==> config.mk <==
export PLATFORM = sky130hd
export DESIGN_NAME = sfr_reset_init_bank
export DESIGN_NICKNAME = d
export VERILOG_FILES = /design/src/verilog/sfr_reset_pkg.sv /design/src/verilog/sync_two_ff.sv /design/src/verilog/sfr_reset_init_bank.sv
export VERILOG_INCLUDE_DIRS = /design/src /design/src/verilog
export SDC_FILE = /design/constraint.sdc
export NUM_CORES = 1
export LEC_CHECK = 0
export BUFFER_PORTS_ARGS = -buffer_cell sky130_fd_sc_hd__clkbuf_2
export CORE_ASPECT_RATIO = 0.9
export CORE_MARGIN = 2
export CORE_UTILIZATION = 55
export CTS_BUF_LIST = sky130_fd_sc_hd__clkbuf_4
export DETAILED_ROUTE_END_ITERATION = 8
export GPL_TIMING_DRIVEN = 0
export PLACE_DENSITY = 0.9
export SKIP_CTS_REPAIR_TIMING = 1
export SYNTH_ARGS = -nofsm -noshare
export SYNTH_HDL_FRONTEND = slang
export SYNTH_HIERARCHICAL = 1
export SYNTH_SLANG_ARGS = --single-unit
==> constraint.sdc <==
create_clock -name clk_sys -period 5.25 [get_ports clk_sys]
set_input_delay 1.05 -clock clk_sys [delete_from_list [all_inputs] [get_ports clk_sys]]
set_output_delay 1.05 -clock clk_sys [all_outputs]
set_load 0.1 [all_outputs]
==> src/verilog/sfr_reset_defines.svh <==
// Offsets, reset values and field positions of the reset-dependent register bank
`ifndef SFR_RESET_DEFINES_SVH
`define SFR_RESET_DEFINES_SVH
`define OFS_RC_TUNE 8'h96
`define OFS_WDOG_CONTROL 8'hA7
`define OFS_WDOG_LOAD 8'hC1
`define OFS_WDOG_FEED_FIRST 8'hC2
`define OFS_RESET_CAUSE 8'hDF
`define OFS_BAUD_CONTROL 8'hBD
`define OFS_BAUD_LOW 8'hBE
`define OFS_BAUD_HIGH 8'hBF
`define OFS_PORT_DIR 8'hB0
`define OFS_IRQ_STATUS 8'hE0
`define OFS_IRQ_ENABLE 8'hE1
`define OFS_IRQ_CLEAR 8'hE2
`define WDOG_CTRL_RST 8'hE5
`define WDOG_TOF_BIT 1
`define RESET_CAUSE_POR 8'h30
`define RESET_CAUSE_IMPL 8'h3F
`define RC_TUNE_FACTORY 8'h20
`define WDOG_LOAD_RST 8'hFF
`define BIT_POF 5
`define BIT_BOF 4
`define BIT_WDT_SRC 3
`define BIT_EXT_SRC 2
`define BIT_SW_SRC 1
`define BIT_OTHER_SRC 0
`define BIT_CLK_OUT_EN 6
`define BIT_BAUD_ON 0
`define UNIMPL_FILL 8'h00
`define IRQ_BAUD_VIOL 0
`define IRQ_BAUD_FED 1
`endif

==> src/verilog/sfr_reset_pkg.sv <==
// Types shared by the reset-dependent register bank
package sfr_reset_pkg;
    typedef enum logic [2:0] {
        RST_NONE,
        RST_POWER_ON,
        RST_BROWNOUT,
        RST_WATCHDOG,
        RST_EXTERNAL,
        RST_SOFTWARE
    } reset_kind_t;
    typedef struct packed {
        logic [7:0] addr;
        logic [7:0] wdata;
        logic wr;
        logic rd;
    } sfr_req_t;
    typedef struct packed {
        logic rc_clock_ctrl;
        logic clock_out_en;
        logic [5:0] trim;
    } rc_tune_t;
endpackage

==> src/verilog/sync_two_ff.sv <==
// Two-flip-flop synchroniser for one pin level
`timescale 1ns/1ps
`default_nettype none
module sync_two_ff (
    // Clock and reset
    input wire logic clk_sys,
    input wire logic srst,
    // Level in and out
    input wire logic din,
    output logic dout
);
    logic meta_q;
    always_ff @(posedge clk_sys) begin
        if (srst) begin
            meta_q <= 1'b0;
            dout <= 1'b0;
        end else begin
            meta_q <= din;
            dout <= meta_q;
        end
    end
endmodule
`default_nettype wire

==> src/verilog/sfr_reset_init_bank.sv <==
// Reset-dependent special function register bank with reset cause and clock output
// How it works
// - Unimplemented bits of reset cause and baud control read back as unknown, others as zero
// - Port pins input-only after power-up
// - Power-up leaves reset cause xx11 0000
// - Watchdog control resets to 1110 01x1
// - Timeout flag: watchdog sets, power-on clears
// - Only power-on loads factory trim value
// - Trim register: rc clock, clkout, trim
// - Clock out enable drives half rate clock unless the crystal is in use
// - Trim field writes retune the oscillator
//
// Local design decision: the plain strobed port.
`timescale 1ns/1ps
`default_nettype none
`include "sfr_reset_defines.svh"
module sfr_reset_init_bank (
    // Clock and reset
    input wire logic clk_sys,
    input wire logic srst,
    // Kind of the reset now held on srst
    input wire sfr_reset_pkg::reset_kind_t reset_kind,
    input wire logic xtal_in_use,
    // Register port
    input wire sfr_reset_pkg::sfr_req_t req,
    output logic [7:0] rdata,
    // Oscillator control
    output logic [5:0] rc_trim,
    output logic rc_clock_ctrl,
    // Crystal output pin
    input wire logic xtal2_pin_in,
    output logic xtal2_out,
    output logic xtal2_oe_n,
    // Watchdog control outputs
    output logic wdog_run,
    output logic wdog_clock_sel,
    output logic [2:0] wdog_prescale_sel,
    // Interrupt
    output logic irq
);
    import sfr_reset_pkg::*;

    logic [7:0] reset_cause_q;
    logic [7:0] wdog_ctrl_q;
    logic [7:0] wdog_load_q;
    rc_tune_t rc_tune_q;
    logic [7:0] baud_ctrl_q;
    logic [7:0] baud_low_q;
    logic [7:0] baud_high_q;
    logic port_dir_q;
    logic [1:0] irq_status_q;
    logic [1:0] irq_enable_q;
    logic [7:0] rdata_q;
    logic clk_div_q;
    logic xtal2_out_q;
    logic xtal2_oe_n_q;
    logic irq_q;
    logic pin_sync;
    logic wr_baud_div;
    logic baud_viol;
    logic baud_fed;
    logic [1:0] irq_set;
    logic [1:0] irq_clr;

    sync_two_ff u_pin_sync (
        .clk_sys(clk_sys),
        .srst(srst),
        .din(xtal2_pin_in),
        .dout(pin_sync)
    );

    assign wr_baud_div = req.wr && (req.addr == `OFS_BAUD_LOW || req.addr == `OFS_BAUD_HIGH);
    assign baud_viol = wr_baud_div && baud_ctrl_q[`BIT_BAUD_ON];
    assign baud_fed = wr_baud_div && !baud_ctrl_q[`BIT_BAUD_ON];

    // Reset cause: power-up clears all but the power flags
    always_ff @(posedge clk_sys) begin
        if (srst) begin
            case (reset_kind)
                RST_POWER_ON: reset_cause_q <= `RESET_CAUSE_POR;
                RST_BROWNOUT: reset_cause_q <= reset_cause_q | 8'h10;
                RST_WATCHDOG: reset_cause_q <= (reset_cause_q & 8'h30) | 8'h08;
                RST_EXTERNAL: reset_cause_q <= (reset_cause_q & 8'h30) | 8'h04;
                RST_SOFTWARE: reset_cause_q <= (reset_cause_q & 8'h30) | 8'h02;
                default: reset_cause_q <= (reset_cause_q & 8'h30) | 8'h01;
            endcase
        end else if (req.wr && req.addr == `OFS_RESET_CAUSE) begin
            reset_cause_q <= reset_cause_q & req.wdata & `RESET_CAUSE_IMPL;
        end
    end

    // Watchdog control and load
    always_ff @(posedge clk_sys) begin
        if (srst) begin
            wdog_ctrl_q[7:2] <= 6'(`WDOG_CTRL_RST >> 2);
            wdog_ctrl_q[0] <= 1'b1;
            if (reset_kind == RST_WATCHDOG) begin
                wdog_ctrl_q[`WDOG_TOF_BIT] <= 1'b1;
            end else if (reset_kind == RST_POWER_ON) begin
                wdog_ctrl_q[`WDOG_TOF_BIT] <= 1'b0;
            end
            wdog_load_q <= `WDOG_LOAD_RST;
        end else begin
            if (req.wr && req.addr == `OFS_WDOG_CONTROL) begin
                wdog_ctrl_q <= req.wdata;
            end
            if (req.wr && req.addr == `OFS_WDOG_LOAD) begin
                wdog_load_q <= req.wdata;
            end
        end
    end

    // Trim register only loaded from factory on power-on
    always_ff @(posedge clk_sys) begin
        if (srst) begin
            if (reset_kind == RST_POWER_ON) begin
                rc_tune_q <= `RC_TUNE_FACTORY;
            end
        end else if (req.wr && req.addr == `OFS_RC_TUNE) begin
            rc_tune_q <= req.wdata;
        end
    end

    // Baud generator control and divisors
    always_ff @(posedge clk_sys) begin
        if (srst) begin
            baud_ctrl_q <= 8'h00;
            baud_low_q <= 8'h00;
            baud_high_q <= 8'h00;
        end else begin
            if (req.wr && req.addr == `OFS_BAUD_CONTROL) begin
                baud_ctrl_q <= req.wdata & 8'h01;
            end
            if (baud_fed && req.addr == `OFS_BAUD_LOW) begin
                baud_low_q <= req.wdata;
            end
            if (baud_fed && req.addr == `OFS_BAUD_HIGH) begin
                baud_high_q <= req.wdata;
            end
        end
    end

    // Port direction: input-only after power-up
    always_ff @(posedge clk_sys) begin
        if (srst) begin
            if (reset_kind == RST_POWER_ON) begin
                port_dir_q <= 1'b0;
            end
        end else if (req.wr && req.addr == `OFS_PORT_DIR) begin
            port_dir_q <= req.wdata[0];
        end
    end

    // Interrupt status: set wins over clear
    assign irq_set = {baud_fed, baud_viol};
    assign irq_clr = (req.wr && req.addr == `OFS_IRQ_CLEAR) ? req.wdata[1:0] : 2'h0;
    always_ff @(posedge clk_sys) begin
        if (srst) begin
            irq_status_q <= 2'h0;
            irq_enable_q <= 2'h0;
            irq_q <= 1'b0;
        end else begin
            irq_status_q <= (irq_status_q & ~irq_clr) | irq_set;
            if (req.wr && req.addr == `OFS_IRQ_ENABLE) begin
                irq_enable_q <= req.wdata[1:0];
            end
            irq_q <= |(((irq_status_q & ~irq_clr) | irq_set) & irq_enable_q);
        end
    end

    // Clock output at half the system rate on the crystal pin
    always_ff @(posedge clk_sys) begin
        if (srst) begin
            clk_div_q <= 1'b0;
            xtal2_out_q <= 1'b0;
            xtal2_oe_n_q <= 1'b1;
        end else begin
            clk_div_q <= ~clk_div_q;
            if (rc_tune_q.clock_out_en && !xtal_in_use) begin
                xtal2_out_q <= clk_div_q;
                xtal2_oe_n_q <= 1'b0;
            end else begin
                xtal2_out_q <= 1'b0;
                xtal2_oe_n_q <= ~port_dir_q;
            end
        end
    end

    // Read data one cycle after the strobe
    always_ff @(posedge clk_sys) begin
        if (srst) begin
            rdata_q <= 8'h00;
        end else if (req.rd) begin
            case (req.addr)
                `OFS_RC_TUNE: rdata_q <= rc_tune_q;
                `OFS_WDOG_CONTROL: rdata_q <= wdog_ctrl_q;
                `OFS_WDOG_LOAD: rdata_q <= wdog_load_q;
                `OFS_RESET_CAUSE: rdata_q <= {2'bxx, reset_cause_q[5:0]};
                `OFS_BAUD_CONTROL: rdata_q <= {7'bxxxxxxx, baud_ctrl_q[0]};
                `OFS_BAUD_LOW: rdata_q <= baud_low_q;
                `OFS_BAUD_HIGH: rdata_q <= baud_high_q;
                `OFS_PORT_DIR: rdata_q <= {6'h00, pin_sync, port_dir_q};
                `OFS_IRQ_STATUS: rdata_q <= {6'h00, irq_status_q};
                `OFS_IRQ_ENABLE: rdata_q <= {6'h00, irq_enable_q};
                default: rdata_q <= `UNIMPL_FILL;
            endcase
        end else begin
            rdata_q <= 8'h00;
        end
    end

    assign rdata = rdata_q;
    assign rc_trim = rc_tune_q.trim;
    assign rc_clock_ctrl = rc_tune_q.rc_clock_ctrl;
    assign xtal2_out = xtal2_out_q;
    assign xtal2_oe_n = xtal2_oe_n_q;
    assign wdog_run = wdog_ctrl_q[2];
    assign wdog_clock_sel = wdog_ctrl_q[0];
    assign wdog_prescale_sel = wdog_ctrl_q[7:5];
    assign irq = irq_q;

    // Reset values
    chk_por_cause: assert property (@(posedge clk_sys)
        (srst && reset_kind == RST_POWER_ON) |=> reset_cause_q == `RESET_CAUSE_POR)
        else $error("reset cause wrong after power-on");
    chk_wdog_reset_val: assert property (@(posedge clk_sys)
        srst |=> (wdog_ctrl_q & 8'hFD) == `WDOG_CTRL_RST)
        else $error("watchdog control reset value wrong");
    chk_wdog_fields: assert property (@(posedge clk_sys)
        srst |=> wdog_prescale_sel == 3'h7 && wdog_run && wdog_clock_sel)
        else $error("watchdog control outputs wrong after reset");
    chk_tof_watchdog: assert property (@(posedge clk_sys)
        (srst && reset_kind == RST_WATCHDOG) |=> wdog_ctrl_q[`WDOG_TOF_BIT])
        else $error("timeout flag not set by watchdog reset");
    chk_tof_por: assert property (@(posedge clk_sys)
        (srst && reset_kind == RST_POWER_ON) |=> !wdog_ctrl_q[`WDOG_TOF_BIT])
        else $error("timeout flag not cleared by power-on reset");
    chk_tof_other: assert property (@(posedge clk_sys)
        (srst && reset_kind != RST_POWER_ON && reset_kind != RST_WATCHDOG) |=> $stable(wdog_ctrl_q[`WDOG_TOF_BIT]))
        else $error("timeout flag disturbed by other reset");
    chk_trim_factory: assert property (@(posedge clk_sys)
        (srst && reset_kind == RST_POWER_ON) |=> rc_tune_q == `RC_TUNE_FACTORY)
        else $error("trim not loaded by power-on reset");
    chk_trim_kept: assert property (@(posedge clk_sys)
        (srst && reset_kind != RST_POWER_ON) |=> $stable(rc_tune_q))
        else $error("trim changed by non power-on reset");
    chk_pin_input: assert property (@(posedge clk_sys)
        (srst && reset_kind == RST_POWER_ON) |=> ##1 xtal2_oe_n)
        else $error("pin driven after power-up");
    chk_port_por: assert property (@(posedge clk_sys)
        (srst && reset_kind == RST_POWER_ON) |=> !port_dir_q)
        else $error("port drive left on after power-up");

    // Reset cause history
    chk_cause_keep: assert property (@(posedge clk_sys)
        (srst && reset_kind == RST_SOFTWARE) |=> reset_cause_q[5:4] == $past(reset_cause_q[5:4]))
        else $error("power flags disturbed");
    chk_cause_wdog: assert property (@(posedge clk_sys)
        (srst && reset_kind == RST_WATCHDOG) |=> reset_cause_q[3:0] == 4'h8)
        else $error("watchdog source not recorded");
    chk_cause_ext: assert property (@(posedge clk_sys)
        (srst && reset_kind == RST_EXTERNAL) |=> reset_cause_q[3:0] == 4'h4)
        else $error("external source not recorded");
    chk_cause_soft: assert property (@(posedge clk_sys)
        (srst && reset_kind == RST_SOFTWARE) |=> reset_cause_q[3:0] == 4'h2)
        else $error("software source not recorded");
    chk_cause_other: assert property (@(posedge clk_sys)
        (srst && reset_kind == RST_NONE) |=> reset_cause_q[3:0] == 4'h1)
        else $error("other source not recorded");
    chk_cause_brownout: assert property (@(posedge clk_sys)
        (srst && reset_kind == RST_BROWNOUT) |=> reset_cause_q[`BIT_BOF] && reset_cause_q[3:0] == $past(reset_cause_q[3:0]))
        else $error("brownout source not recorded");

    // Register port
    chk_trim_write: assert property (@(posedge clk_sys) disable iff (srst)
        (req.wr && req.addr == `OFS_RC_TUNE) |=> rc_trim == $past(req.wdata[5:0]))
        else $error("trim write not taken");
    chk_trim_read: assert property (@(posedge clk_sys) disable iff (srst)
        (req.rd && req.addr == `OFS_RC_TUNE) |=> rdata == $past(rc_tune_q) && rc_clock_ctrl == rdata[7] && rc_trim == rdata[5:0])
        else $error("trim register fields out of place");
    chk_baud_held: assert property (@(posedge clk_sys) disable iff (srst)
        baud_viol |=> $stable(baud_low_q) && $stable(baud_high_q))
        else $error("baud divisor changed while generator on");
    chk_baud_written: assert property (@(posedge clk_sys) disable iff (srst)
        (baud_fed && req.addr == `OFS_BAUD_LOW) |=> baud_low_q == $past(req.wdata))
        else $error("baud divisor write not taken");
    chk_baud_viol_flag: assert property (@(posedge clk_sys) disable iff (srst)
        baud_viol |=> irq_status_q[`IRQ_BAUD_VIOL])
        else $error("dropped baud write not flagged");
    chk_irq_set_wins: assert property (@(posedge clk_sys) disable iff (srst)
        (irq_set != 2'h0) |=> (irq_status_q & $past(irq_set)) == $past(irq_set))
        else $error("status event lost to clear");
    chk_rdata_idle: assert property (@(posedge clk_sys) disable iff (srst)
        !req.rd |=> rdata == 8'h00)
        else $error("read data not zero without read");

    // Clock output
    chk_clkout_toggle: assert property (@(posedge clk_sys) disable iff (srst)
        (rc_tune_q.clock_out_en && !xtal_in_use && $past(rc_tune_q.clock_out_en && !xtal_in_use) && !$past(srst))
        |=> xtal2_out != $past(xtal2_out))
        else $error("clock out not toggling");
    chk_clkout_drive: assert property (@(posedge clk_sys) disable iff (srst)
        (rc_tune_q.clock_out_en && !xtal_in_use) |=> !xtal2_oe_n)
        else $error("clock out pin not driven");
    chk_clkout_blocked: assert property (@(posedge clk_sys) disable iff (srst)
        xtal_in_use |=> !xtal2_out)
        else $error("clock out active while crystal in use");
endmodule
`default_nettype wire

# Word-level counts from Yosys, hierarchy flattened
# Index checks and enable logic that the tools add are counted.
dict set report op_classes {
  bitwise_logic 9
  n_reduce_logical 30
  muxes 15
  eq_ne 23
}
# operator count
set ops {}
lappend ops {{== test 8 bit (second input constant)} 11}
lappend ops {{case mux 8 bit (10 select lines)} 1}
lappend ops {{case mux 6 bit (5 select lines)} 1}
lappend ops {{2-to-1 mux 8 bit} 3}
lappend ops {{logical AND 1 bit} 14}
lappend ops {{2-to-1 mux 6 bit} 2}
lappend ops {{inequality test 2 bit (second input constant)} 4}
lappend ops {{AND reduction 2 bit} 4}
lappend ops {{nonzero test 2 bit} 4}
lappend ops {{AND 6 bit} 1}
lappend ops {{== test 3 x 2 -> 1 bit (second input constant)} 2}
lappend ops {{== test 3 bit (second input constant)} 2}
lappend ops {{2-to-1 mux 2 bit} 3}
lappend ops {{inequality test 3 x 1 -> 1 bit (second input constant)} 2}
lappend ops {{AND reduction 6 bit} 1}
lappend ops {{OR reduction 2 bit} 3}
lappend ops {{2-to-1 mux 1 bit} 5}
lappend ops {{AND reduction 5 bit} 1}
lappend ops {{AND 2 bit} 2}
lappend ops {{NOT 1 bit} 4}
lappend ops {{== test 3 x 1 -> 1 bit (second input constant)} 1}
lappend ops {{zero test 1 bit} 2}
lappend ops {{inequality test 2 x 1 -> 1 bit (second input constant)} 1}
lappend ops {{NOT 2 bit} 1}
lappend ops {{other kinds (2)} 2}
dict set report word_totals {
  register_bits 66
  inputBits 25
  wordCells 99
  output_inout_bits 23
}

# Longest topological paths before layout
# Gate-level depths: netlist (run 1).
dict set report logic_depth {
  depth_word 8
  ltp_mapped 7
  mapped_depth_nobuf 5
}

# Modules after synthesis
# The synthesis (run 1) kept the hierarchy.
# module cells_each seq_area_each_um2 n_inst area_per_inst_um2
set modules_own_cells {}
lappend modules_own_cells {sfr_reset_init_bank 322 1441.4 1 2974.1}
lappend modules_own_cells {sync_two_ff 4 40.0 1 52.6}

# Worst setup path before layout (run 1)
# Ideal clock, no wire load.
dict set report synth_timing {
  path_type {input -> register}
  start {input req[15] (netlist name)}
  end {register rc_tune_q, in the netlist rc_clock_ctrl, enable pin}
  t_arrival_ns 2.715
  setup_ns 0.384
  slack_ns 2.150
  n_path_buf 1
  path_stages 5
  t_required_ns 4.866
  path_cell_list {buf_2 -> nand2b_1 -> nor3b_1 -> inv_1 -> o21ai_0}
}
dict set report synth_between {
  elab_chain_cells 4
}
# item line_no
set synth_rtl {}
lappend synth_rtl {{start, declared} sfr_reset_init_bank.sv:25} ;# input wire sfr_reset_pkg::sfr_req_t req,
lappend synth_rtl {{== test 8 bit} n/a}
lappend synth_rtl {{logical AND 1 bit (no source line)} n/a}
lappend synth_rtl {{nonzero test 2 bit (no source line)} n/a}
lappend synth_rtl {{AND reduction 2 bit (no source line)} n/a}
lappend synth_rtl {{end signal, assigned} sfr_reset_init_bank.sv:117} ;# rc_tune_q <= `RC_TUNE_FACTORY;
lappend synth_rtl {{end signal, assigned} sfr_reset_init_bank.sv:120} ;# rc_tune_q <= req.wdata;
lappend synth_rtl {{end, declared} sfr_reset_init_bank.sv:46} ;# rc_tune_t rc_tune_q;
# No other way between the ends.
# A chain may end at the register's enable or synchronous reset.

# Worst setup path after layout (run 1)
dict set report layout_timing {
  start {input req[11] (netlist name)}
  end {register rc_tune_q[6] (netlist name), enable pin}
}
# The elaborated chain is that of the path after synthesis.

==> results of run 1 <==
[sequential cells by signal, indices dropped and copies added (netlist names)]
register and cells:
u_pin_sync/meta_q 1, rc_trim 6, rc_clock_ctrl 1, irq_enable_q 2, rdata 8, port_dir_q 1, baud_ctrl_q 1, xtal2_oe_n 1
rc_tune_q 1, u_pin_sync/dout 1, wdog_ctrl_q 8, irq 1, baud_high_q 8, reset_cause_q 6, wdog_load_q 8, baud_low_q 8
clk_div_q 1, xtal2_out 1, irq_status_q 2
[layer usage]
layer / GRT usage [%] / wire length (um)
met5: 0 / 0
met4: 11.85 / 212
met3: 4.490 / 908
met2: 41.04 / 3526
met1: 37.79 / 3205
[final timing paths]
kind	from	to	slack, ns	depth (start not counted)
max	req[11]	rc_tune_q[6]	2.16	7
min reg2reg	u_pin_sync/meta_q	u_pin_sync/dout	0.45	1
max reg2reg	baud_ctrl_q[0]	baud_low_q[7]	3.49	4
min	u_pin_sync/meta_q	u_pin_sync/dout	0.45	1
[kinds of logic (layout without fill, tap and decap cells)]
| logic type | Yosys count | in the layout |
|---|---|---|
| flops | 66 | 66 |
| simple gates | 141 | 141 |
| mux | 23 | 23 |
| compound gates | 57 | 57 |
| buf+inv | 37 | 95 |
| xor+xnor | 2 | 2 |
[cell type report]
cell class,instances,share of cell area [%]
plain buffers,29,4.351
clock buffers,9,1.942
clock inverters,7,2.409
inverters,8,0.8630
multi-input cells,223,39.34
flip-flops and latches,66,42.57
well taps,67,2.409
repair buffers,42,6.113
[stage by stage]
step           area, um2  setup slack [ns]  total power [mW]
2_1_floorplan       3027             2.150            0.5984
3_3_place_gp        3316             1.137            0.6246
3_5_place_dp        3316            0.9579            0.6269
4_1_cts             3467             1.422            0.9858
5_1_grt             3480             2.088             1.012
6_report            3480             2.159            0.9901
[cell usage in the layout (no fill, tap or decap), types with 7 or more instances in the layout]
| cell type | instances |
|---|---|
| a22oi_1 | 15 |
| buf_4 | 10 |
| dfxtp_1 | 50 |
| nor2b_1 | 12 |
| a21oi_1 | 10 |
| mux2_2 | 8 |
| clkbuf_2 | 41 |
| buf_2 | 7 |
| inv_1 | 8 |
| clkbuf_4 | 9 |
| mux2i_1 | 15 |
| clkbuf_1 | 10 |
| nand2_1 | 50 |
| o21ai_0 | 11 |
| edfxtp_1 | 16 |
| nor2_1 | 24 |
| a31oi_1 | 7 |
| nand3_1 | 25 |
[power by group through the flow]
| stage | Clock (mW) | Sequential (mW) | Combinational (mW) |
|---|---|---|---|
| 5_1_grt | 0.387 | 0.533 | 0.0917 |
| 4_1_cts | 0.370 | 0.532 | 0.0834 |
| 6_report | 0.372 | 0.533 | 0.0855 |
| 2_1_floorplan | 0 | 0.549 | 0.0492 |
| 3_5_place_dp | 0 | 0.544 | 0.0829 |
| 3_3_place_gp | 0 | 0.544 | 0.0808 |
[synth_stat cells, drive strengths merged (7+ instances only)]
library cell,n
dfxtp,50
nand2,50
nand3,25
nor2,24
buf,19
edfxtp,16
a22oi,15
mux2i,15
nor2b,12
o21ai,11
a21oi,10
clkbuf,10
inv,8
mux2,8
a31oi,7
==> key figures, run 1 <==
Placed design
  • Inst Count DP: 434
  • Number of I/O port buffers: 41
  • DP Wirelength: 5497 um
  • Placer congestion estimate: 0.9377

Clocking
  • Clock-pin slew on the worst setup and hold paths: 0.11 ns
  • CTS Sinks: 66
  • TritonCTS clock tree: done
  • Clock H-tree levels: 3
  • CTS root buf: clkbuf_4
  • Clock Tree Buf Depth: 2
  • Skew-Pair Late Insertion Delay: 0.42 ns
  • Num CTS Buffers: 9

Outcome
  • Status: finished, final reports clean

Worst setup path
  • CP Launch Type: input port
  • CP endpoint kind: flip-flop
  • Buf/Inv on CP: 4
  • Worst path cell trace: clkbuf_2 > buf_2 > and2b_1 > nor3b_2 > inv_1 > o21ai_0 > buf_4
  • Critical path's top delay family: simple AND/OR/NAND/NOR gates
  • Crit Path Max Fanout: 10
  • CP Class: input port to flip-flop
  • Slowest stage delay, CP: 0.76 ns
  • WP data required: 5.39 ns
  • Worst path arrival time: 3.23 ns
  • CP max-delay cell: nor3b_2

Routing
  • Post-route DRC: 0
  • Initial drt markers: 601
  • DRT Wirelength: 7853 um
  • DRT antenna net count: 0
  • Vias after detailed routing: 2,773
  • WL/cell: 17.41 um
  • Post-DR vias/cell: 6.149
  • Drt first pass iters: 5

Pwr
  • Internal power: 0.7394 mW
  • Logic gate share of total power: 8.6%
  • Maximum VDD drop: 0.1756 mV
  • Sw frac: 25.32%
  • Sequential Power Share: 53.8%
  • Net switching power: 0.2507 mW
  • PD cells: 284.5 nW/um2
  • Lkg Pwr: 1.387 nW
  • Clk pwr share: 37.6%

Final layout
  • Ratio of cells with drive above 1 in the final layout: 22.66%
  • Area grow syn2layout: 14.96%
  • Register Area: 1481 um2
  • Filler instances: 408
  • Multi-input logic area: 1369 um2
  • # diodes: 0
  • Post-Layout Cell Count: 451
  • Core Util, Final: 65.82%
  • Final nets: 404

Timing
  • Final setup viols: 0
  • Hold WS: 0.4471 ns
  • Setup TNS: 0 ns
  • Final Hold Viols: 0
  • Tcrit/Tclk final: 58.88%
  • Fmax: 0.3235 GHz
  • Relative slew slack: 25.89%
  • Skew final: 0.009102 ns
  • Worst-Margin Slew: 1.103 ns
  • RSZ-0062 raised after global routing: false
  • Max-slew violation count: 0
  • Minimum clock period: 3.091 ns

Logic synthesis
  • Register area share after synthesis: 48.95%
  • Top cell type by total area after synthesis: dfxtp_1
  • Post-synthesis mux area share: 7.937%
  • Mapped Cells: 326
  • Cell area after synthesis: 3027 um2
  • Post-synthesis async set-or-reset flop share: 0%
  • Largest family of logic cells by synthesized area: simple AND/OR/NAND/NOR gates
  • Syn avg cell area: 9.284 um2
  • Post-Synthesis Net Count: 351
  • Top FF cell, synth: dfxtp_1
  • Post-synth cell types: 49
  • Register bit total from synthesis: 66
  • Synth top area share: 33.07%
  • Adder-cell share of the synthesized area: 0%
  • Number of synthesized flops with an enable pin: 16
  • Yosys warning count: 6
  • Synth Area in Compound Gates: 12.61%
  • Largest cells by area after synthesis: dfxtp_1 33%, edfxtp_1 16%, nand2_1 6.2%
  • Post-synthesis xor/xnor area fraction: 0.5788%
  • Simple-gate share of the synthesized area: 23.94%

Job
  • Maxcap violations: 0

Global routing
  • Initial antenna violation count: 0
  • Vias in the first global route: 2,432
  • First-pass GRT wire length: 12,100 um
  • GRT Total Usage: 26.93%
  • Pin count of the biggest net entering global routing: 12
  • GRT Residual Overflow: 0

Floorplan
  • Core area: 5286 um2
  • Die extent in x: 82.20 um
  • Die Ht: 74.38 um
  • I/O pin cnt: 48
  • Initial Util: 57.25%
  • Die area: 6113 um2
  • Row count: 25

Hold path
  • Hold Path Class: flip-flop to flip-flop
No activity file was read; power rests on OpenSTA's default activity.
==> inputs of run 2 (changes only) <==
CORE_UTILIZATION = 53   (was 55)
clock period = 2.8 ns   (was 5.25 ns; I/O delays follow)
==> run 2 against run 1 <==
Compared with the run above:
- critical path depth fell by 1
- hold slack got worse by 0.10 ns
- combinational power rose by 84%
- wire length fell by 4.9%
- via count fell by 1.0%
- sequential power rose by 87%
- largest power group unchanged
==> key figures, run 2 (same netlist as run 1, synthesis figures left out) <==
Final layout
  • Post-Layout Cell Count: 453 (+0.44%)
  • Final nets: 403 (-0.25%)
  • Filler instances: 487 (+19%)
  • Ratio of cells with drive above 1 in the final layout: 22.98% (+0.32 points)
  • Most frequent cells in the layout: 50 x nand2_1, 50 x dfxtp_1, 41 x clkbuf_2, 25 x nand3_1, 24 x nor2_1
  • Area grow syn2layout: 14.22%
  • # diodes: 0 (unchanged)
  • Finished Cell Area: 3457 um2 (-0.65%)

Global routing
  • Vias in the first global route: 2,549 (+4.8%)
  • GRT Total Usage: 25.15% (-1.8 points)
  • Busiest grt layer: met2
  • GRT Residual Overflow: 0 (unchanged)
  • Met3 Use GR: 7.042% (+2.6 points)
  • M2 GR Usage: 39.82% (-1.2 points)
  • Initial antenna violation count: 0 (unchanged)
  • First-pass GRT wire length: 12,190 um (+0.74%)
  • Pin count of the biggest net entering global routing: 12 (unchanged)
  • Met1 Usage GRT: 32.67% (-5.1 points)

Worst setup path
  • CP endpoint kind: flip-flop
  • Worst path arrival time: 2.50 ns (-0.73 ns)
  • R2R setup slack: 1.04 ns (-2.45 ns)
  • Crit Path Max Fanout: 10 (unchanged)
  • CP Launch Type: input port
  • CP Class: input port to flip-flop
  • WP data required: 2.86 ns (-2.53 ns)

Timing
  • Minimum clock period: 2.440 ns
  • Max-slew violation count: 0 (unchanged)
  • Final Hold Viols: 0 (unchanged)
  • RSZ-0062 raised after global routing: false
  • Setup ws final: 0.3599 ns (-1.799 ns)
  • Worst-Margin Slew: 1.043 ns (-0.05942 ns)
  • Tcrit/Tclk final: 87.15%
  • Relative slew slack: 29.88% (+4.0 points)
  • Skew final: 0.01060 ns (+0.001500 ns)
  • Final setup viols: 0 (unchanged)
  • Fmax: 0.4098 GHz

Pwr
  • Maximum VDD drop: 0.3076 mV (+75%)
  • PD cells: 511.4 nW/um2 (+80%)
  • Logic gate share of total power: 8.9% (+0.3 points)
  • Clk pwr share: 34.6% (-3.0 points)
  • Net switching power: 0.4575 mW (+83%)
  • Sw frac: 25.88% (+0.56 points)
  • Tot Pwr: 1.768 mW (+79%)
  • Sequential Power Share: 56.5% (+2.7 points)
  • Internal power: 1.310 mW (+77%)
  • Lkg Pwr: 1.381 nW (-0.47%)

Clocking
  • Clock H-tree levels: 3 (unchanged)
  • Clock Tree Buf Depth: 2 (unchanged)
  • Skew-Pair Late Insertion Delay: 0.42 ns (about the same)
  • CTS Sinks: 66 (unchanged)
  • CTS root buf: clkbuf_4
  • TritonCTS clock tree: done
  • Num CTS Buffers: 9 (unchanged)
  • Clock-pin slew on the worst setup and hold paths: 0.10 ns (about the same)

Routing
  • Vias after detailed routing: 2,745 (-1.0%)
  • Post-DR vias/cell: 6.060 (-1.4%)
  • Drt first pass iters: 6 (+1)
  • Post-route DRC: 0 (unchanged)
  • WL/cell: 16.49 um (-5.3%)
  • DRT Wirelength: 7472 um (-4.9%)
  • Initial drt markers: 502 (-16%)
  • DRT antenna net count: 0 (unchanged)

Floorplan
  • Die extent in x: 83.66 um (+1.8%)
  • I/O pin cnt: 48 (unchanged)
  • Row count: 26 (+4.0%)
  • Core area: 5595 um2 (+5.8%)
  • Die Ht: 75.69 um (+1.8%)
  • Die area: 6332 um2 (+3.6%)
  • Initial Util: 54.09% (-3.2 points)

Placed design
  • DP Area: 3319 um2 (+0.11%)
  • Number of I/O port buffers: 41 (unchanged)
  • DP Wirelength: 5446 um (-0.91%)
  • Placer congestion estimate: 0.9595 (+2.3%)
  • Worst slack, placed: -0.7946 ns (-1.752 ns)
  • Inst Count DP: 437 (+0.69%)

Job
  • Maxcap violations: 0 (unchanged)

Hold path
  • Hold Path Class: input port to flip-flop

Outcome
  • Status: finished, final reports clean
[run 2: per-layer routing]
layer / share of wire (%) / wire [um]
met4: 2.9 / 218
met5: 0 / 0
met2: 45 / 3369
met1: 41 / 3027
met3: 11 / 856
[run 2: per-stage QoR]
stage | util, % | setup TNS [ns] | hold WS, ns
6_report | 61.78 | 0 | 0.3434
4_1_cts | 61.70 | -2.897 | 0.3363
3_3_place_gp | 59.32 | -5.796 | 0.4209
2_1_floorplan | - | 0 | 0.3786
3_5_place_dp | 59.32 | -6.355 | 0.4289
5_1_grt | 61.78 | 0 | 0.3487
[run 2: power groups by stage]
stage / clock (mW) / sequential (mW) / combinational, mW
after floorplan: 0 / 1.03 / 0.0922
after global placement: 0 / 1.02 / 0.151
after detailed placement: 0 / 1.02 / 0.154
after CTS: 0.618 / 0.999 / 0.155
after global routing: 0.661 / 1.00 / 0.169
final: 0.612 / 0.999 / 0.157
[run 2: worst paths after layout]
kind	startpoint	end	cells after the start
max	req[11]	rc_trim[1]	6
min	xtal2_pin_in	u_pin_sync/meta_q	2
max reg2reg	baud_ctrl_q[0]	baud_high_q[2]	5
min reg2reg	u_pin_sync/meta_q	u_pin_sync/dout	1
[run 2: area by class of cell]
class                      count  area, um2  share of cell area [%]
sequential                    66       1481                   42.85
multi-input combinational    223       1369                   39.59
timing repair buffer          41      205.2                   5.936
buffer                        29      151.4                   4.379
tap                           70      87.58                   2.533
clock buffer                  10      75.07                   2.172
clock inverter                 6      57.56                   1.665
inverter                       8      30.03                  0.8686
[run 2: critical path: stages]
cell and delay, ns:
clkbuf_2 0.08, buf_2 0.20, and2b_1 0.23, nor3b_2 0.67, inv_1 0.09, o21ai_1 0.66
